## config.mk

```make
export PLATFORM = sky130hd
export DESIGN_NAME = lahp_line_alarm_top
export DESIGN_NICKNAME = d
export VERILOG_FILES = /design/src/common/lahp_pkg.sv /design/src/hw/lahp_channel_alarm.sv /design/src/hw/lahp_line_alarm_top.sv /design/src/hw/lahp_sync2.sv
export VERILOG_INCLUDE_DIRS = /design/src /design/src/common
export SDC_FILE = /design/constraint.sdc
export NUM_CORES = 1
export LEC_CHECK = 0
export BUFFER_PORTS_ARGS = -buffer_cell sky130_fd_sc_hd__buf_4
export CAP_MARGIN = 20
export CORE_AREA = 2 2 224 226
export CTS_CLUSTER_DIAMETER = 200
export DETAILED_ROUTE_END_ITERATION = 10
export DIE_AREA = 0 0 226 228
export MAX_ROUTING_LAYER = met4
export PLACE_DENSITY_LB_ADDON = 0.12
export SLEW_MARGIN = 10
export SYNTH_ARGS = -nofsm -noshare
export SYNTH_HDL_FRONTEND = slang
export SYNTH_SLANG_ARGS = --single-unit
```

## constraint.sdc

```tcl
create_clock -name clk_sys -period 7.2 [get_ports clk_sys]
set_input_delay 1.44 -clock clk_sys [delete_from_list [all_inputs] [get_ports clk_sys]]
set_output_delay 1.44 -clock clk_sys [all_outputs]
set_load 0.1 [all_outputs]
```

## src/common/lahp_defs.svh

```systemverilog
// Constants of the line alarm and host port block: counts, offsets, reset values.
// Assumes it is included by bare name wherever a constant is needed.
`ifndef LAHP_DEFS_SVH
`define LAHP_DEFS_SVH

// ----------------------------------------------------------------------------
// Sizes
// ----------------------------------------------------------------------------
`define LAHP_CHANNELS     6
`define LAHP_ADDR_W       8
`define LAHP_DATA_W       8
`define LAHP_CMD_REGS     32

// ----------------------------------------------------------------------------
// Alarm timing
// ----------------------------------------------------------------------------
`define LAHP_IDLE_TXCLK   128
`define LAHP_IDLE_TOL     32
`define LAHP_LOCK_WINDOW  1024
`define LAHP_LOCK_PPT     5
`define LAHP_LOCK_DEN     1000

// ----------------------------------------------------------------------------
// Host port map and reset values
// ----------------------------------------------------------------------------
`define LAHP_ADDR_EVENT   8'h40
`define LAHP_ADDR_INTEN   8'h43
`define LAHP_ADDR_LIVE    8'h44
`define LAHP_KINDS        3
`define LAHP_CMD_RESET    8'h00
`define LAHP_INTEN_RESET  3'h0

`endif

```

## src/common/lahp_pkg.sv

```systemverilog
// Types shared by the line alarm and host port block.
// Assumes nothing beyond a SystemVerilog compiler.
package lahp_pkg;

	// Alarm set of one channel, as the channel logic reports it.
	typedef struct packed {
		logic driverFault;
		logic signalAbsent;
		logic lockFailure;
	} lahp_alarm_t;

	// Host control pins after synchronisation.
	typedef struct packed {
		logic chipSelN;
		logic writeN;
		logic readN;
		logic regResetN;
		logic timingSel;
		logic hostClock;
		logic boardTestFloat;
	} lahp_host_pins_t;

endpackage

```

## src/hw/lahp_channel_alarm.sv

```systemverilog
// Alarm detection of one line channel: driver monitor, signal absence, lock check.
// Assumes every pin clock is well below half of clk_sys, so each edge is seen.
`include "lahp_defs.svh"
module lahp_channel_alarm #(
	parameter int IDLE_TXCLK  = `LAHP_IDLE_TXCLK,
	parameter int LOCK_WINDOW = `LAHP_LOCK_WINDOW
) (
	input  wire logic          clk_sys,
	input  wire logic          rst,
	input  wire logic          txLineClock,
	input  wire logic          monitorPosInput,
	input  wire logic          monitorNegInput,
	input  wire logic          recoveredClock,
	input  wire logic          referenceClock,
	input  wire logic          signalAbsentCondition,
	output lahp_pkg::lahp_alarm_t alarm
);

	localparam int             CW       = $clog2(2 * LOCK_WINDOW + 1);
	localparam int             TOL      = (LOCK_WINDOW * `LAHP_LOCK_PPT) / `LAHP_LOCK_DEN;
	localparam logic [7:0]     IDLE_END = 8'(IDLE_TXCLK - 1);
	localparam logic [CW-1:0]  REF_LAST = CW'(LOCK_WINDOW - 1);
	localparam logic [CW-1:0]  REC_HI   = CW'(LOCK_WINDOW + TOL);
	localparam logic [CW-1:0]  REC_LO   = CW'(LOCK_WINDOW - TOL);
	localparam logic [CW-1:0]  REC_MAX  = CW'(2 * LOCK_WINDOW);
	localparam logic [CW-1:0]  ONE      = CW'(1);

	logic [5:0]    pinS;
	logic [5:0]    pinPrev;
	logic [7:0]    idleCnt;
	logic [CW-1:0] refCnt;
	logic [CW-1:0] recCnt;
	logic          driverFault;
	logic          signalAbsent;
	logic          lockFailure;

	// ------------------------------------------------------------------------
	// Pin sampling
	// ------------------------------------------------------------------------
	// Monitor inputs idle high because they are pulled up on the board.
	lahp_sync2 #(
		.WIDTH (6),
		.INIT  (6'h18)
	) u_pins (
		.clk_sys (clk_sys),
		.rst     (rst),
		.din     ({txLineClock, monitorPosInput, monitorNegInput,
		           recoveredClock, referenceClock, signalAbsentCondition}),
		.dout    (pinS)
	);

	// Edge and transition decode on the synchronised pins.
	wire txEdge        = pinS[5] & ~pinPrev[5];
	wire monTransition = (pinS[4] ^ pinPrev[4]) | (pinS[3] ^ pinPrev[3]);
	wire recEdge       = pinS[2] & ~pinPrev[2];
	wire refEdge       = pinS[1] & ~pinPrev[1];
	wire faultSet      = txEdge & ~monTransition & (idleCnt == IDLE_END);
	wire windowEnd     = refEdge & (refCnt == REF_LAST);
	wire [CW-1:0] recNext = (recEdge && recCnt != REC_MAX) ? recCnt + ONE : recCnt;
	wire lockOut       = (recNext > REC_HI) | (recNext < REC_LO);

	// ------------------------------------------------------------------------
	// Driver monitor
	// ------------------------------------------------------------------------
	// The idle count runs on transmit clock edges and restarts on any monitor pulse.
	always_ff @(posedge clk_sys)
	begin
		if (rst)
		begin
			pinPrev     <= 6'h18;
			idleCnt     <= 8'h00;
			driverFault <= 1'b0;
		end
		else
		begin
			pinPrev <= pinS;
			if (monTransition)
				idleCnt <= 8'h00;
			else if (txEdge && idleCnt != IDLE_END)
				idleCnt <= idleCnt + 8'h01;
			if (faultSet)
				driverFault <= 1'b1;
			else if (monTransition)
				driverFault <= 1'b0;
		end
	end

	// ------------------------------------------------------------------------
	// Signal absence and lock check
	// ------------------------------------------------------------------------
	// Recovered edges are counted over a fixed number of reference edges; the
	// check reacts only once per window, which trades speed for a clean ratio.
	always_ff @(posedge clk_sys)
	begin
		if (rst)
		begin
			refCnt       <= '0;
			recCnt       <= '0;
			lockFailure  <= 1'b0;
			signalAbsent <= 1'b0;
		end
		else
		begin
			signalAbsent <= pinS[0];
			recCnt       <= windowEnd ? '0 : recNext;
			if (windowEnd)
			begin
				refCnt      <= '0;
				lockFailure <= lockOut;
			end
			else if (refEdge)
				refCnt <= refCnt + ONE;
		end
	end

	assign alarm = '{driverFault: driverFault, signalAbsent: signalAbsent,
	                 lockFailure: lockFailure};
endmodule

```

## src/hw/lahp_line_alarm_top.sv

```systemverilog
// Per-channel line alarms and the parallel host port of a six channel line unit.
// Assumes every pin input is asynchronous to clk_sys and the host clock is slow enough
// for clk_sys to see its edges; board pads turn each output enable into a tristate.
//
// Overview of operation
// - Idle monitor for 128 transmit clocks raises fault.
// - Fault stays until monitor pulses return.
// - Signal absent flag follows receiver condition.
// - Lock flag when recovered clock deviates beyond 0.5%.
// - Low float input disables every output.
// - Write strobe stores data into addressed register.
// - Read strobe drives addressed register onto bus.
// - Register reset low restores all defaults.
// - Timing select high times writes on host clock edges.
// - Timing select low uses the internal clock.
// - Eight bit address and data buses.
// - Interrupt pin held low until serviced.
`include "lahp_defs.svh"
module lahp_line_alarm_top #(
	parameter int CHANNELS    = `LAHP_CHANNELS,
	parameter int CMD_REGS    = `LAHP_CMD_REGS,
	parameter int IDLE_TXCLK  = `LAHP_IDLE_TXCLK,
	parameter int LOCK_WINDOW = `LAHP_LOCK_WINDOW
) (
	input  wire logic                    clk_sys,
	input  wire logic                    rst,
	input  wire logic [CHANNELS-1:0]     txLineClock,
	input  wire logic [CHANNELS-1:0]     monitorPosInput,
	input  wire logic [CHANNELS-1:0]     monitorNegInput,
	input  wire logic [CHANNELS-1:0]     recoveredClock,
	input  wire logic [CHANNELS-1:0]     referenceClock,
	input  wire logic [CHANNELS-1:0]     signalAbsentCondition,
	input  wire logic                    boardTestFloat,
	input  wire logic                    chipSel_n,
	input  wire logic                    write_n,
	input  wire logic                    read_n,
	input  wire logic                    regReset_n,
	input  wire logic                    hostTimingSelect,
	input  wire logic                    hostClock,
	input  wire logic [`LAHP_ADDR_W-1:0] hostAddr,
	input  wire logic [`LAHP_DATA_W-1:0] hostDataIn,
	output logic      [`LAHP_DATA_W-1:0] hostDataOut,
	output logic                         hostDataOe_n,
	output logic                         interruptOut_n,
	output logic                         interruptOe_n,
	output logic      [CHANNELS-1:0]     driverFaultFlag,
	output logic      [CHANNELS-1:0]     rxSignalAbsentFlag,
	output logic      [CHANNELS-1:0]     rxLockFailureFlag,
	output logic                         alarmOe_n
);

	localparam int AW = $clog2(CMD_REGS);
	localparam int BW = `LAHP_ADDR_W + `LAHP_DATA_W;

	lahp_pkg::lahp_host_pins_t              hostS;
	lahp_pkg::lahp_alarm_t [CHANNELS-1:0]   chAlarm;
	logic [BW-1:0]                          busS;
	logic [`LAHP_DATA_W-1:0]                cmdRegs [CMD_REGS];
	logic [`LAHP_KINDS-1:0][CHANNELS-1:0]   alarmNow;
	logic [`LAHP_KINDS-1:0][CHANNELS-1:0]   alarmPrev;
	logic [`LAHP_KINDS-1:0][CHANNELS-1:0]   eventSticky;
	logic [`LAHP_KINDS-1:0]                 intEnable;
	logic                                   hostClkPrev;
	logic                                   wrDone;

	// ------------------------------------------------------------------------
	// Pin sampling
	// ------------------------------------------------------------------------
	// Control pins idle at their inactive level so reset does not look like a strobe.
	lahp_sync2 #(
		.WIDTH ($bits(lahp_pkg::lahp_host_pins_t)),
		.INIT  (7'h79)
	) u_host_pins (
		.clk_sys (clk_sys),
		.rst     (rst),
		.din     ({chipSel_n, write_n, read_n, regReset_n,
		           hostTimingSelect, hostClock, boardTestFloat}),
		.dout    (hostS)
	);

	// Address and data are used as soon as the synchronised strobe is active, with no stability wait.
	lahp_sync2 #(
		.WIDTH (BW),
		.INIT  ('0)
	) u_host_bus (
		.clk_sys (clk_sys),
		.rst     (rst),
		.din     ({hostAddr, hostDataIn}),
		.dout    (busS)
	);

	// ------------------------------------------------------------------------
	// Channels
	// ------------------------------------------------------------------------
	// Each channel has its own clocks, counters and flags.
	for (genvar c = 0; c < CHANNELS; c++)
	begin : g_ch
		lahp_channel_alarm #(
			.IDLE_TXCLK  (IDLE_TXCLK),
			.LOCK_WINDOW (LOCK_WINDOW)
		) u_alarm (
			.clk_sys               (clk_sys),
			.rst                   (rst),
			.txLineClock           (txLineClock[c]),
			.monitorPosInput       (monitorPosInput[c]),
			.monitorNegInput       (monitorNegInput[c]),
			.recoveredClock        (recoveredClock[c]),
			.referenceClock        (referenceClock[c]),
			.signalAbsentCondition (signalAbsentCondition[c]),
			.alarm                 (chAlarm[c])
		);
		assign alarmNow[0][c] = chAlarm[c].driverFault;
		assign alarmNow[1][c] = chAlarm[c].signalAbsent;
		assign alarmNow[2][c] = chAlarm[c].lockFailure;
	end

	// ------------------------------------------------------------------------
	// Host access decode
	// ------------------------------------------------------------------------
	// In synchronous mode a write waits for a host clock edge; otherwise, and for
	// every read, each internal clock cycle is an access slot.
	wire [`LAHP_ADDR_W-1:0] addrS = busS[BW-1:`LAHP_DATA_W];
	wire [`LAHP_DATA_W-1:0] dataS = busS[`LAHP_DATA_W-1:0];
	wire [AW-1:0] cmdIndex   = addrS[AW-1:0];
	wire addrIsCmd   = addrS < `LAHP_ADDR_W'(CMD_REGS);
	wire hostClkRise = hostS.hostClock & ~hostClkPrev;
	wire accessSlot  = hostS.timingSel ? hostClkRise : 1'b1;
	wire csActive    = ~hostS.chipSelN;
	wire floatOk     = hostS.boardTestFloat;
	wire regsHeld    = ~hostS.regResetN;
	wire wrActive    = csActive & ~hostS.writeN & ~regsHeld;
	wire wrTake      = wrActive & ~wrDone & accessSlot;
	wire rdActive    = csActive & ~hostS.readN;
	wire evtHit      = addrS >= `LAHP_ADDR_EVENT && addrS < `LAHP_ADDR_INTEN;
	wire liveHit     = addrS >= `LAHP_ADDR_LIVE &&
	                   addrS < `LAHP_ADDR_LIVE + `LAHP_ADDR_W'(`LAHP_KINDS);
	wire [1:0] evtKind  = 2'(addrS - `LAHP_ADDR_EVENT);
	wire [1:0] liveKind = 2'(addrS - `LAHP_ADDR_LIVE);

	// Read selection; unmapped addresses read as zero.
	wire [`LAHP_DATA_W-1:0] readValue =
		addrIsCmd                  ? cmdRegs[cmdIndex] :
		evtHit                     ? `LAHP_DATA_W'(eventSticky[evtKind]) :
		addrS == `LAHP_ADDR_INTEN  ? `LAHP_DATA_W'(intEnable) :
		liveHit                    ? `LAHP_DATA_W'(alarmNow[liveKind]) :
		                             `LAHP_DATA_W'(0);

	// Interrupt request: any enabled kind with a pending channel event.
	logic [`LAHP_KINDS-1:0] kindPending;
	always_comb
	begin
		kindPending = '0;
		for (int k = 0; k < `LAHP_KINDS; k++)
			kindPending[k] = (|eventSticky[k]) & intEnable[k];
	end
	wire intPending = |kindPending;

	// ------------------------------------------------------------------------
	// Command registers
	// ------------------------------------------------------------------------
	// A write is taken once per strobe assertion, so a long strobe stores once.
	always_ff @(posedge clk_sys)
	begin
		if (rst)
		begin
			hostClkPrev <= 1'b0;
			wrDone      <= 1'b0;
		end
		else
		begin
			hostClkPrev <= hostS.hostClock;
			wrDone      <= wrActive & (wrDone | wrTake);
		end
	end

	// Register reset is held on the array for as long as the pin stays low.
	always_ff @(posedge clk_sys)
	begin
		if (rst || regsHeld)
		begin
			for (int r = 0; r < CMD_REGS; r++)
				cmdRegs[r] <= `LAHP_CMD_RESET;
		end
		else if (wrTake && addrIsCmd)
			cmdRegs[cmdIndex] <= dataS;
	end

	// ------------------------------------------------------------------------
	// Alarm events and interrupt state
	// ------------------------------------------------------------------------
	// A rising alarm sets its event bit even when the same bit is being cleared.
	always_ff @(posedge clk_sys)
	begin
		if (rst || regsHeld)
		begin
			alarmPrev   <= '0;
			eventSticky <= '0;
			intEnable   <= `LAHP_INTEN_RESET;
		end
		else
		begin
			alarmPrev <= alarmNow;
			for (int k = 0; k < `LAHP_KINDS; k++)
			begin
				if (wrTake && evtHit && evtKind == 2'(k))
					eventSticky[k] <= (eventSticky[k] & ~dataS[CHANNELS-1:0]) |
					                  (alarmNow[k] & ~alarmPrev[k]);
				else
					eventSticky[k] <= eventSticky[k] | (alarmNow[k] & ~alarmPrev[k]);
			end
			if (wrTake && addrS == `LAHP_ADDR_INTEN)
				intEnable <= dataS[`LAHP_KINDS-1:0];
		end
	end

	// ------------------------------------------------------------------------
	// Pin drivers
	// ------------------------------------------------------------------------
	// All enables are released while the float input is low, but state is kept so
	// that the board returns to the same picture after in-circuit test.
	always_ff @(posedge clk_sys)
	begin
		if (rst)
		begin
			hostDataOut        <= '0;
			hostDataOe_n       <= 1'b1;
			interruptOut_n     <= 1'b0;
			interruptOe_n      <= 1'b1;
			driverFaultFlag    <= '0;
			rxSignalAbsentFlag <= '0;
			rxLockFailureFlag  <= '0;
			alarmOe_n          <= 1'b1;
		end
		else
		begin
			hostDataOut        <= rdActive ? readValue : hostDataOut;
			hostDataOe_n       <= ~(rdActive & floatOk);
			interruptOut_n     <= 1'b0;
			interruptOe_n      <= ~(intPending & floatOk);
			driverFaultFlag    <= alarmNow[0];
			rxSignalAbsentFlag <= alarmNow[1];
			rxLockFailureFlag  <= alarmNow[2];
			alarmOe_n          <= ~floatOk;
		end
	end
endmodule

```

## src/hw/lahp_sync2.sv

```systemverilog
// Two flip-flop synchroniser for a group of level signals.
// Assumes each bit is a level that changes slower than clk_sys.
module lahp_sync2 #(
	parameter int               WIDTH = 1,
	parameter logic [WIDTH-1:0] INIT  = '0
) (
	input  wire logic             clk_sys,
	input  wire logic             rst,
	input  wire logic [WIDTH-1:0] din,
	output logic      [WIDTH-1:0] dout
);

	logic [WIDTH-1:0] stage1;

	// The first stage feeds only the second; the value starts at the pins' idle level.
	always_ff @(posedge clk_sys)
	begin
		if (rst)
		begin
			stage1 <= INIT;
			dout   <= INIT;
		end
		else
		begin
			stage1 <= din;
			dout   <= stage1;
		end
	end

endmodule

```

==> results of run 1 <==
-- metal layers --
| metal | global-route usage [%] | up-vias |
|---|---|---|
| met5 | - | - |
| met4 | 8.382 | 0 |
| met3 | 5.100 | 122 |
| met2 | 40.11 | 541 |
| met1 | 34.19 | 9214 |
| li1 | - | 9268 |
-- flip-flops by register name (all words and copies together) (netlist names), 6 cells and up --
register	count
g_ch.u_alarm.refCnt	72
g_ch.u_alarm.driverFault	6
rxSignalAbsentFlag	6
g_ch.u_alarm.u_pins.dout	36
driverFaultFlag	6
g_ch.u_alarm.u_pins.stage1	36
g_ch.u_alarm.pinPrev	36
hostDataOut	8
g_ch.u_alarm.recCnt	72
u_host_pins.dout	7
u_host_bus.stage1	16
g_ch.u_alarm.idleCnt	48
u_host_bus.dout	16
alarmPrev	18
eventSticky	18
cmdRegs	256
u_host_pins.stage1	7
rxLockFailureFlag	6
g_ch.u_alarm.lockFailure	6
-- logic make-up after synthesis --
| kind of cell | share of synthesized area (%) |
|---|---|
| xor gates and xnor gates | 5.526 |
| adders and majority gates | 1.030 |
| and+or+nand+nor | 22.92 |
| AOI/OAI and AO/OA | 5.140 |
| buffers and inverters | 2.501 |
| DFF | 55.74 |
| other | 0.01286 |
| muxes | 7.126 |
-- synth_stat cells (44+ instances only) --
cell type  instances  area [µm²]
a21oi_1           44       220.2
nor2b_1          161        1007
o21ai_0           72       360.4
nand2_1          152       570.6
xnor2_1           96       840.8
clkbuf_1         103       386.6
edfxtp_1         256        7687
or2_2             53       331.6
mux2i_1           49       490.5
nor2_1           307        1152
and2_1           280        1752
dfxtp_1          428        8568
xor2_1            88       770.7
mux4_2            66        1486
nand3_1           66       330.3
-- power breakdown --
group | switching [mW] | internal, mW | leakage, nW
clock | 1.47 | 2.07 | 1.11
combinational | 0.187 | 0.137 | 4.65
sequential | 0.0845 | 4.12 | 6.19
total | 1.74 | 6.33 | 12.0
-- layout make-up --
cell class,count,area share (%)
Sequential cell,684,50.03
Multi-Input combinational cell,1803,37.45
Clock buffer,96,6.177
Tap cell,672,2.585
Timing Repair Buffer,112,2.569
Clock inverter,30,0.7808
Inverter,35,0.4039
Antenna cell,1,0.007693
-- worst paths after layout --
check,end
worst max-delay path,cmdRegs[26][2]
worst min-delay path,g_ch[3].u_alarm.u_pins.dout[3]
worst max register to register,cmdRegs[13][5]
worst min register to register,g_ch[3].u_alarm.u_pins.dout[3]
-- through the flow --
stage	worst slack, ns	instances	cell area (µm²)	power [mW]	utilization (%)
floorplan	3.709	2666	29160	4.471	-
global placement	2.427	3291	30160	4.594	61.11
detailed placement	2.303	3294	30190	4.607	61.18
CTS	2.935	3420	32460	8.135	65.77
global route	2.687	3432	32530	8.324	65.91
finish	2.911	3433	32530	8.065	65.91
==> run_results.csv, run 1 <==
group,metric,value,unit
cts,cts_root_buf,"clkbuf_16",
sta,setup_viol,0,
routing,routed_via_density,5.577,
worst_setup_path,r2r_start,"u_host_bus.dout[8]",
worst_setup_path,crit_slowest_cell,"o21ai_0",
synth,synth.avg_cell_area,10.94,µm²
worst_setup_path,path_class,"primary input to register",
cts,clock-sinks,684,
global_route,grt_pass1_vias,18650,
synth,synth_edf_count,256,
global_route,overflow,0,
floorplanning,initial_core_util,59.09,%
outcome,status,"completed",
cts,clk_path_buf_depth,3,
job,max-cap-violations,0,
worst_setup_path,cp.required,7.41,ns
routing,drtAntennaViolNets,0,
synth,synth-async-reset-ratio,0,%
cts,cts_buffers,70,
layout,drive_gt1_share,13.88,%
worst_setup_path,end_kind,"register",
worst_setup_path,r2r_cells,4,
floorplanning,ios,91,
worst_setup_path,start_kind,"primary input",
min_path,hold_start,"g_ch[3].u_alarm.u_pins.stage1[3]",
floorplanning,fp-row-count,82,
global_route,grt_max_degree,86,
synth,yosysSeqAreaShare,55.74,%
sta,post-route-period-util,59.57,%
layout,seqCellArea,16270,µm²
worst_setup_path,cp_top_family,"compound AO/OA/AOI/OAI gates",
cts,cts_tree,"done",
global_route,antenna_found_initial,0,
worst_setup_path,worstSetupStartpoint,"rst",
worst_setup_path,cp_data_arrival_time,4.50,ns
sta,holdWs,0.4073,ns
layout,area_growth,11.54,%
sta,finalClockSkew,0.02636,ns
sta,finalHoldViolCount,0,
routing,wl,63180,µm
worst_setup_path,cp_num_buf_inv,2,
cts,cts_resized,0,
synth,yosysWarnings,0,
placed_design,dpl.hpwl,41430,µm
synth,ys_dominant_reg_cell,"dfxtp_1",
min_path,worstHoldPathCells,1,
power_and_ir_drop,powerDensity,247.9,nW/µm²
cts,clk_pin_slew,0.06,ns
routing,drc,0,
worst_setup_path,crit_chain,"buf_6 -> nor2b_2 -> buf_4 -> nand4_1 -> o21ai_0",
worst_setup_path,cp.depth,5,
routing,wl_met1,27460,µm
layout,multiInputGateArea,12180,µm²
cts,cts_setup_buffers,0,
min_path,hold_class,"register to register",
routing,dr.pass1.iters,7,
synth,syn-num-nets,2751,
power_and_ir_drop,ir_worst_vdd,232.5,µV
layout,fillers,3782,
layout,final_cell_mix,"417 x dfxtp_1, 307 x nor2_1, 280 x and2_1, 256 x edfxtp_1, 160 x nor2b_1",
sta,tightest_slew,1.090,ns
placed_design,place.gp.congestion,0.8802,
placed_design,portBuffers,89,
global_route,grt_usage,25.82,%
worst_setup_path,rrSetupSlack,3.38,ns
cts,cts_max_level,3,
routing,wl_per_cell,18.40,µm
layout,fin_nets,2791,
cts,hold_buffers,0,
sta,fmax,233.1,MHz
floorplanning,core_area,49350,µm²
global_route,grt_pass1_wl,100500,µm
synth,synth_cells,2666,
floorplanning,die_y,228,µm
synth,ys_ff_latch,684,
sta,slew_headroom,26.60,%
sta,post-route-min-period,4.289,ns
floorplanning,fp.dieW,226,µm
synth,syn-cell-area,29160,µm²
routing,wl_met2,29860,µm
routing,drtIter0Drc,1471,
layout,layout_commonest_cell,"dfxtp_1",
sta,final-max-slew-violation-count,0,
routing,num_vias,19150,
sta,fin_tns_setup,0,ns
routing,wl_met3,3963,µm
routing,top_layer_used,"met4",
floorplanning,die_area,51530,µm²
cts,clock_latency,0.62,ns
synth,synth.distinct_cells,79,
worst_setup_path,cp_max_fo,61,
worst_setup_path,cpPeakStageDelay,1.22,ns
power_and_ir_drop,power_leakage,11.95,nW
sta,grt_setup_unrepaired,"false",
Note: power is estimated with default switching activity, not from simulation.
==> run 2, diff against run 1 <==
Settings changed: CORE_AREA 2 2 224 226 to 2 2 232 234, DIE_AREA 0 0 226 228 to 0 0 234 236.
Clock period 7.2 ns to 3.7 ns, I/O delays scaled along.
==> run 2 against run 1 <==
Compared with the run above: cell area rose by 1.5%; clock power rose by 110%; worst hold slack got worse by 0.081 ns; sequential power rose by 93%; combinational power rose by 120%; global-route usage fell by 1.9 points; core utilization fell by 3.7 points; first-iteration DRC count fell by 1.5%; largest power group unchanged; highest routed layer unchanged.
==> run_results.csv, run 2 (synthesis results as in run 1) <==
group,metric,value,unit
outcome,status,"completed",
layout,seqCellArea,16270,µm²
sta,post-route-min-period,3.023,ns
sta,slew_headroom,32.74,%
power_and_ir_drop,ir_worst_vdd,334.9,µV
sta,finalClockSkew,0.02108,ns
sta,setup_viol,0,
sta,fin_tns_setup,0,ns
sta,fmax,330.8,MHz
placed_design,place.gp.congestion,0.8966,
floorplanning,fp-row-count,85,
layout,largest_reg_flops,256,
min_path,hold_class,"primary input to register",
worst_setup_path,crit_slowest_cell,"or3b_1",
layout,layout_commonest_cell,"dfxtp_1",
layout,multiInputGateArea,12180,µm²
layout,drive_gt1_share,14.82,%
sta,grt_setup_unrepaired,"false",
worst_setup_path,end_kind,"register",
job,max-cap-violations,0,
worst_setup_path,cp_data_arrival_time,3.27,ns
global_route,grt_pass1_vias,18870,
floorplanning,core_area,53070,µm²
worst_setup_path,cpPeakStageDelay,0.71,ns
floorplanning,die_y,236,µm
sta,final-max-slew-violation-count,0,
worst_setup_path,start_kind,"register",
cts,cts_tree,"done",
global_route,grt_usage,23.90,%
worst_setup_path,cp.required,3.95,ns
global_route,grt_pass1_wl,100600,µm
layout,fin_nets,2828,
placed_design,portBuffers,89,
layout,top_regs,"cmdRegs (256), g_ch.u_alarm.recCnt (72), g_ch.u_alarm.refCnt (72)",
routing,routed_via_density,5.500,
layout,final_cell_mix,"423 x dfxtp_1, 307 x nor2_1, 280 x and2_1, 256 x edfxtp_1, 160 x nor2b_1",
cts,clk_path_buf_depth,3,
worst_setup_path,crit_chain,"or3b_4 -> a211oi_4 -> nand3_1 -> or3b_1 -> nor3_4 -> nand2b_1",
layout,insertedDiodeCount,0,
placed_design,place_ws,0.6135,ns
sta,tightest_slew,1.008,ns
sta,holdWs,0.3261,ns
sta,post-route-period-util,81.71,%
global_route,overflow,0,
floorplanning,ios,91,
layout,fillers,4268,
worst_setup_path,cp_max_fo,9,
layout,area_growth,13.20,%
routing,dr.pass1.iters,5,
floorplanning,initial_core_util,54.95,%
cts,cts_root_buf,"clkbuf_16",
cts,hold_buffers,0,
sta,worst_slack,0.6767,ns
cts,cts_setup_buffers,0,
routing,wl_per_cell,18.05,µm
global_route,grt_max_degree,88,
worst_setup_path,cp_top_family,"simple AND/OR/NAND/NOR gates",
cts,clock_latency,0.60,ns
power_and_ir_drop,powerDensity,491.3,nW/µm²
layout,top_register,"cmdRegs",
sta,finalHoldViolCount,0,
cts,cts_buffers,73,
routing,drc,0,
floorplanning,fp.dieW,234,µm
cts,cts_max_level,3,
cts,clk_pin_slew,0.06,ns
worst_setup_path,path_class,"register to register",
routing,drtAntennaViolNets,0,
global_route,antenna_found_initial,1,
routing,wl,63120,µm
power_and_ir_drop,power_leakage,12.21,nW
worst_setup_path,cp_num_buf_inv,0,
cts,cts_resized,0,
cts,clock-sinks,684,
routing,num_vias,19230,
floorplanning,die_area,55220,µm²
routing,drtIter0Drc,1449,
placed_design,dpl.hpwl,42440,µm
==> run 2: path summary, 6_finish.rpt <==
| check | startpoint | end | slack [ns] | cells past startpoint |
|---|---|---|---|---|
| max reg2reg | u_host_pins.dout[3] | cmdRegs[9][6] | 0.68 | 6 |
| max | u_host_pins.dout[3] | cmdRegs[9][6] | 0.68 | 6 |
| min reg2reg | g_ch[5].u_alarm.u_pins.stage1[3] | g_ch[5].u_alarm.u_pins.dout[3] | 0.41 | 1 |
| min | monitorPosInput[0] | g_ch[0].u_alarm.u_pins.stage1[4] | 0.33 | 2 |
==> run 2: worst reg2reg max path: stages (launching register included) <==
cell and delay, ns:
dfxtp_1 0.34, or3b_4 0.41, a211oi_4 0.27, nand3_1 0.20, or3b_1 0.72, nor3_4 0.38, nand2b_1 0.36
==> run 2: cell type report <==
cell class / count / share of cell area (%)
flip-flops and latches: 684 / 49.28
multi-input cells: 1803 / 36.90
clock buffers: 107 / 6.508
repair buffers: 146 / 3.369
well taps: 696 / 2.638
clock inverters: 26 / 0.9134
inverters: 35 / 0.3980
==> run 2: stage by stage <==
stage	util, %	std cells	power [mW]	area (µm²)
floorplan	-	2666	8.701	29160
global placement	57.59	3364	8.970	30560
detailed placement	57.59	3364	8.992	30560
CTS	62.20	3497	16.37	33010
global route	62.20	3497	16.77	33010
finish	62.20	3497	16.22	33010
==> run 2: routing by layer <==
metal	track usage, %	part of all wire, %
met2	37.48	47
met4	9.033	3.1
met5	-	0
met1	31.19	44
met3	3.905	5.1
==> run 2: where the power goes <==
group	switching (mW)	internal, mW	total (mW)
registers	0.113	8.01	8.12
clock network	2.94	4.46	7.39
logic	0.411	0.293	0.703
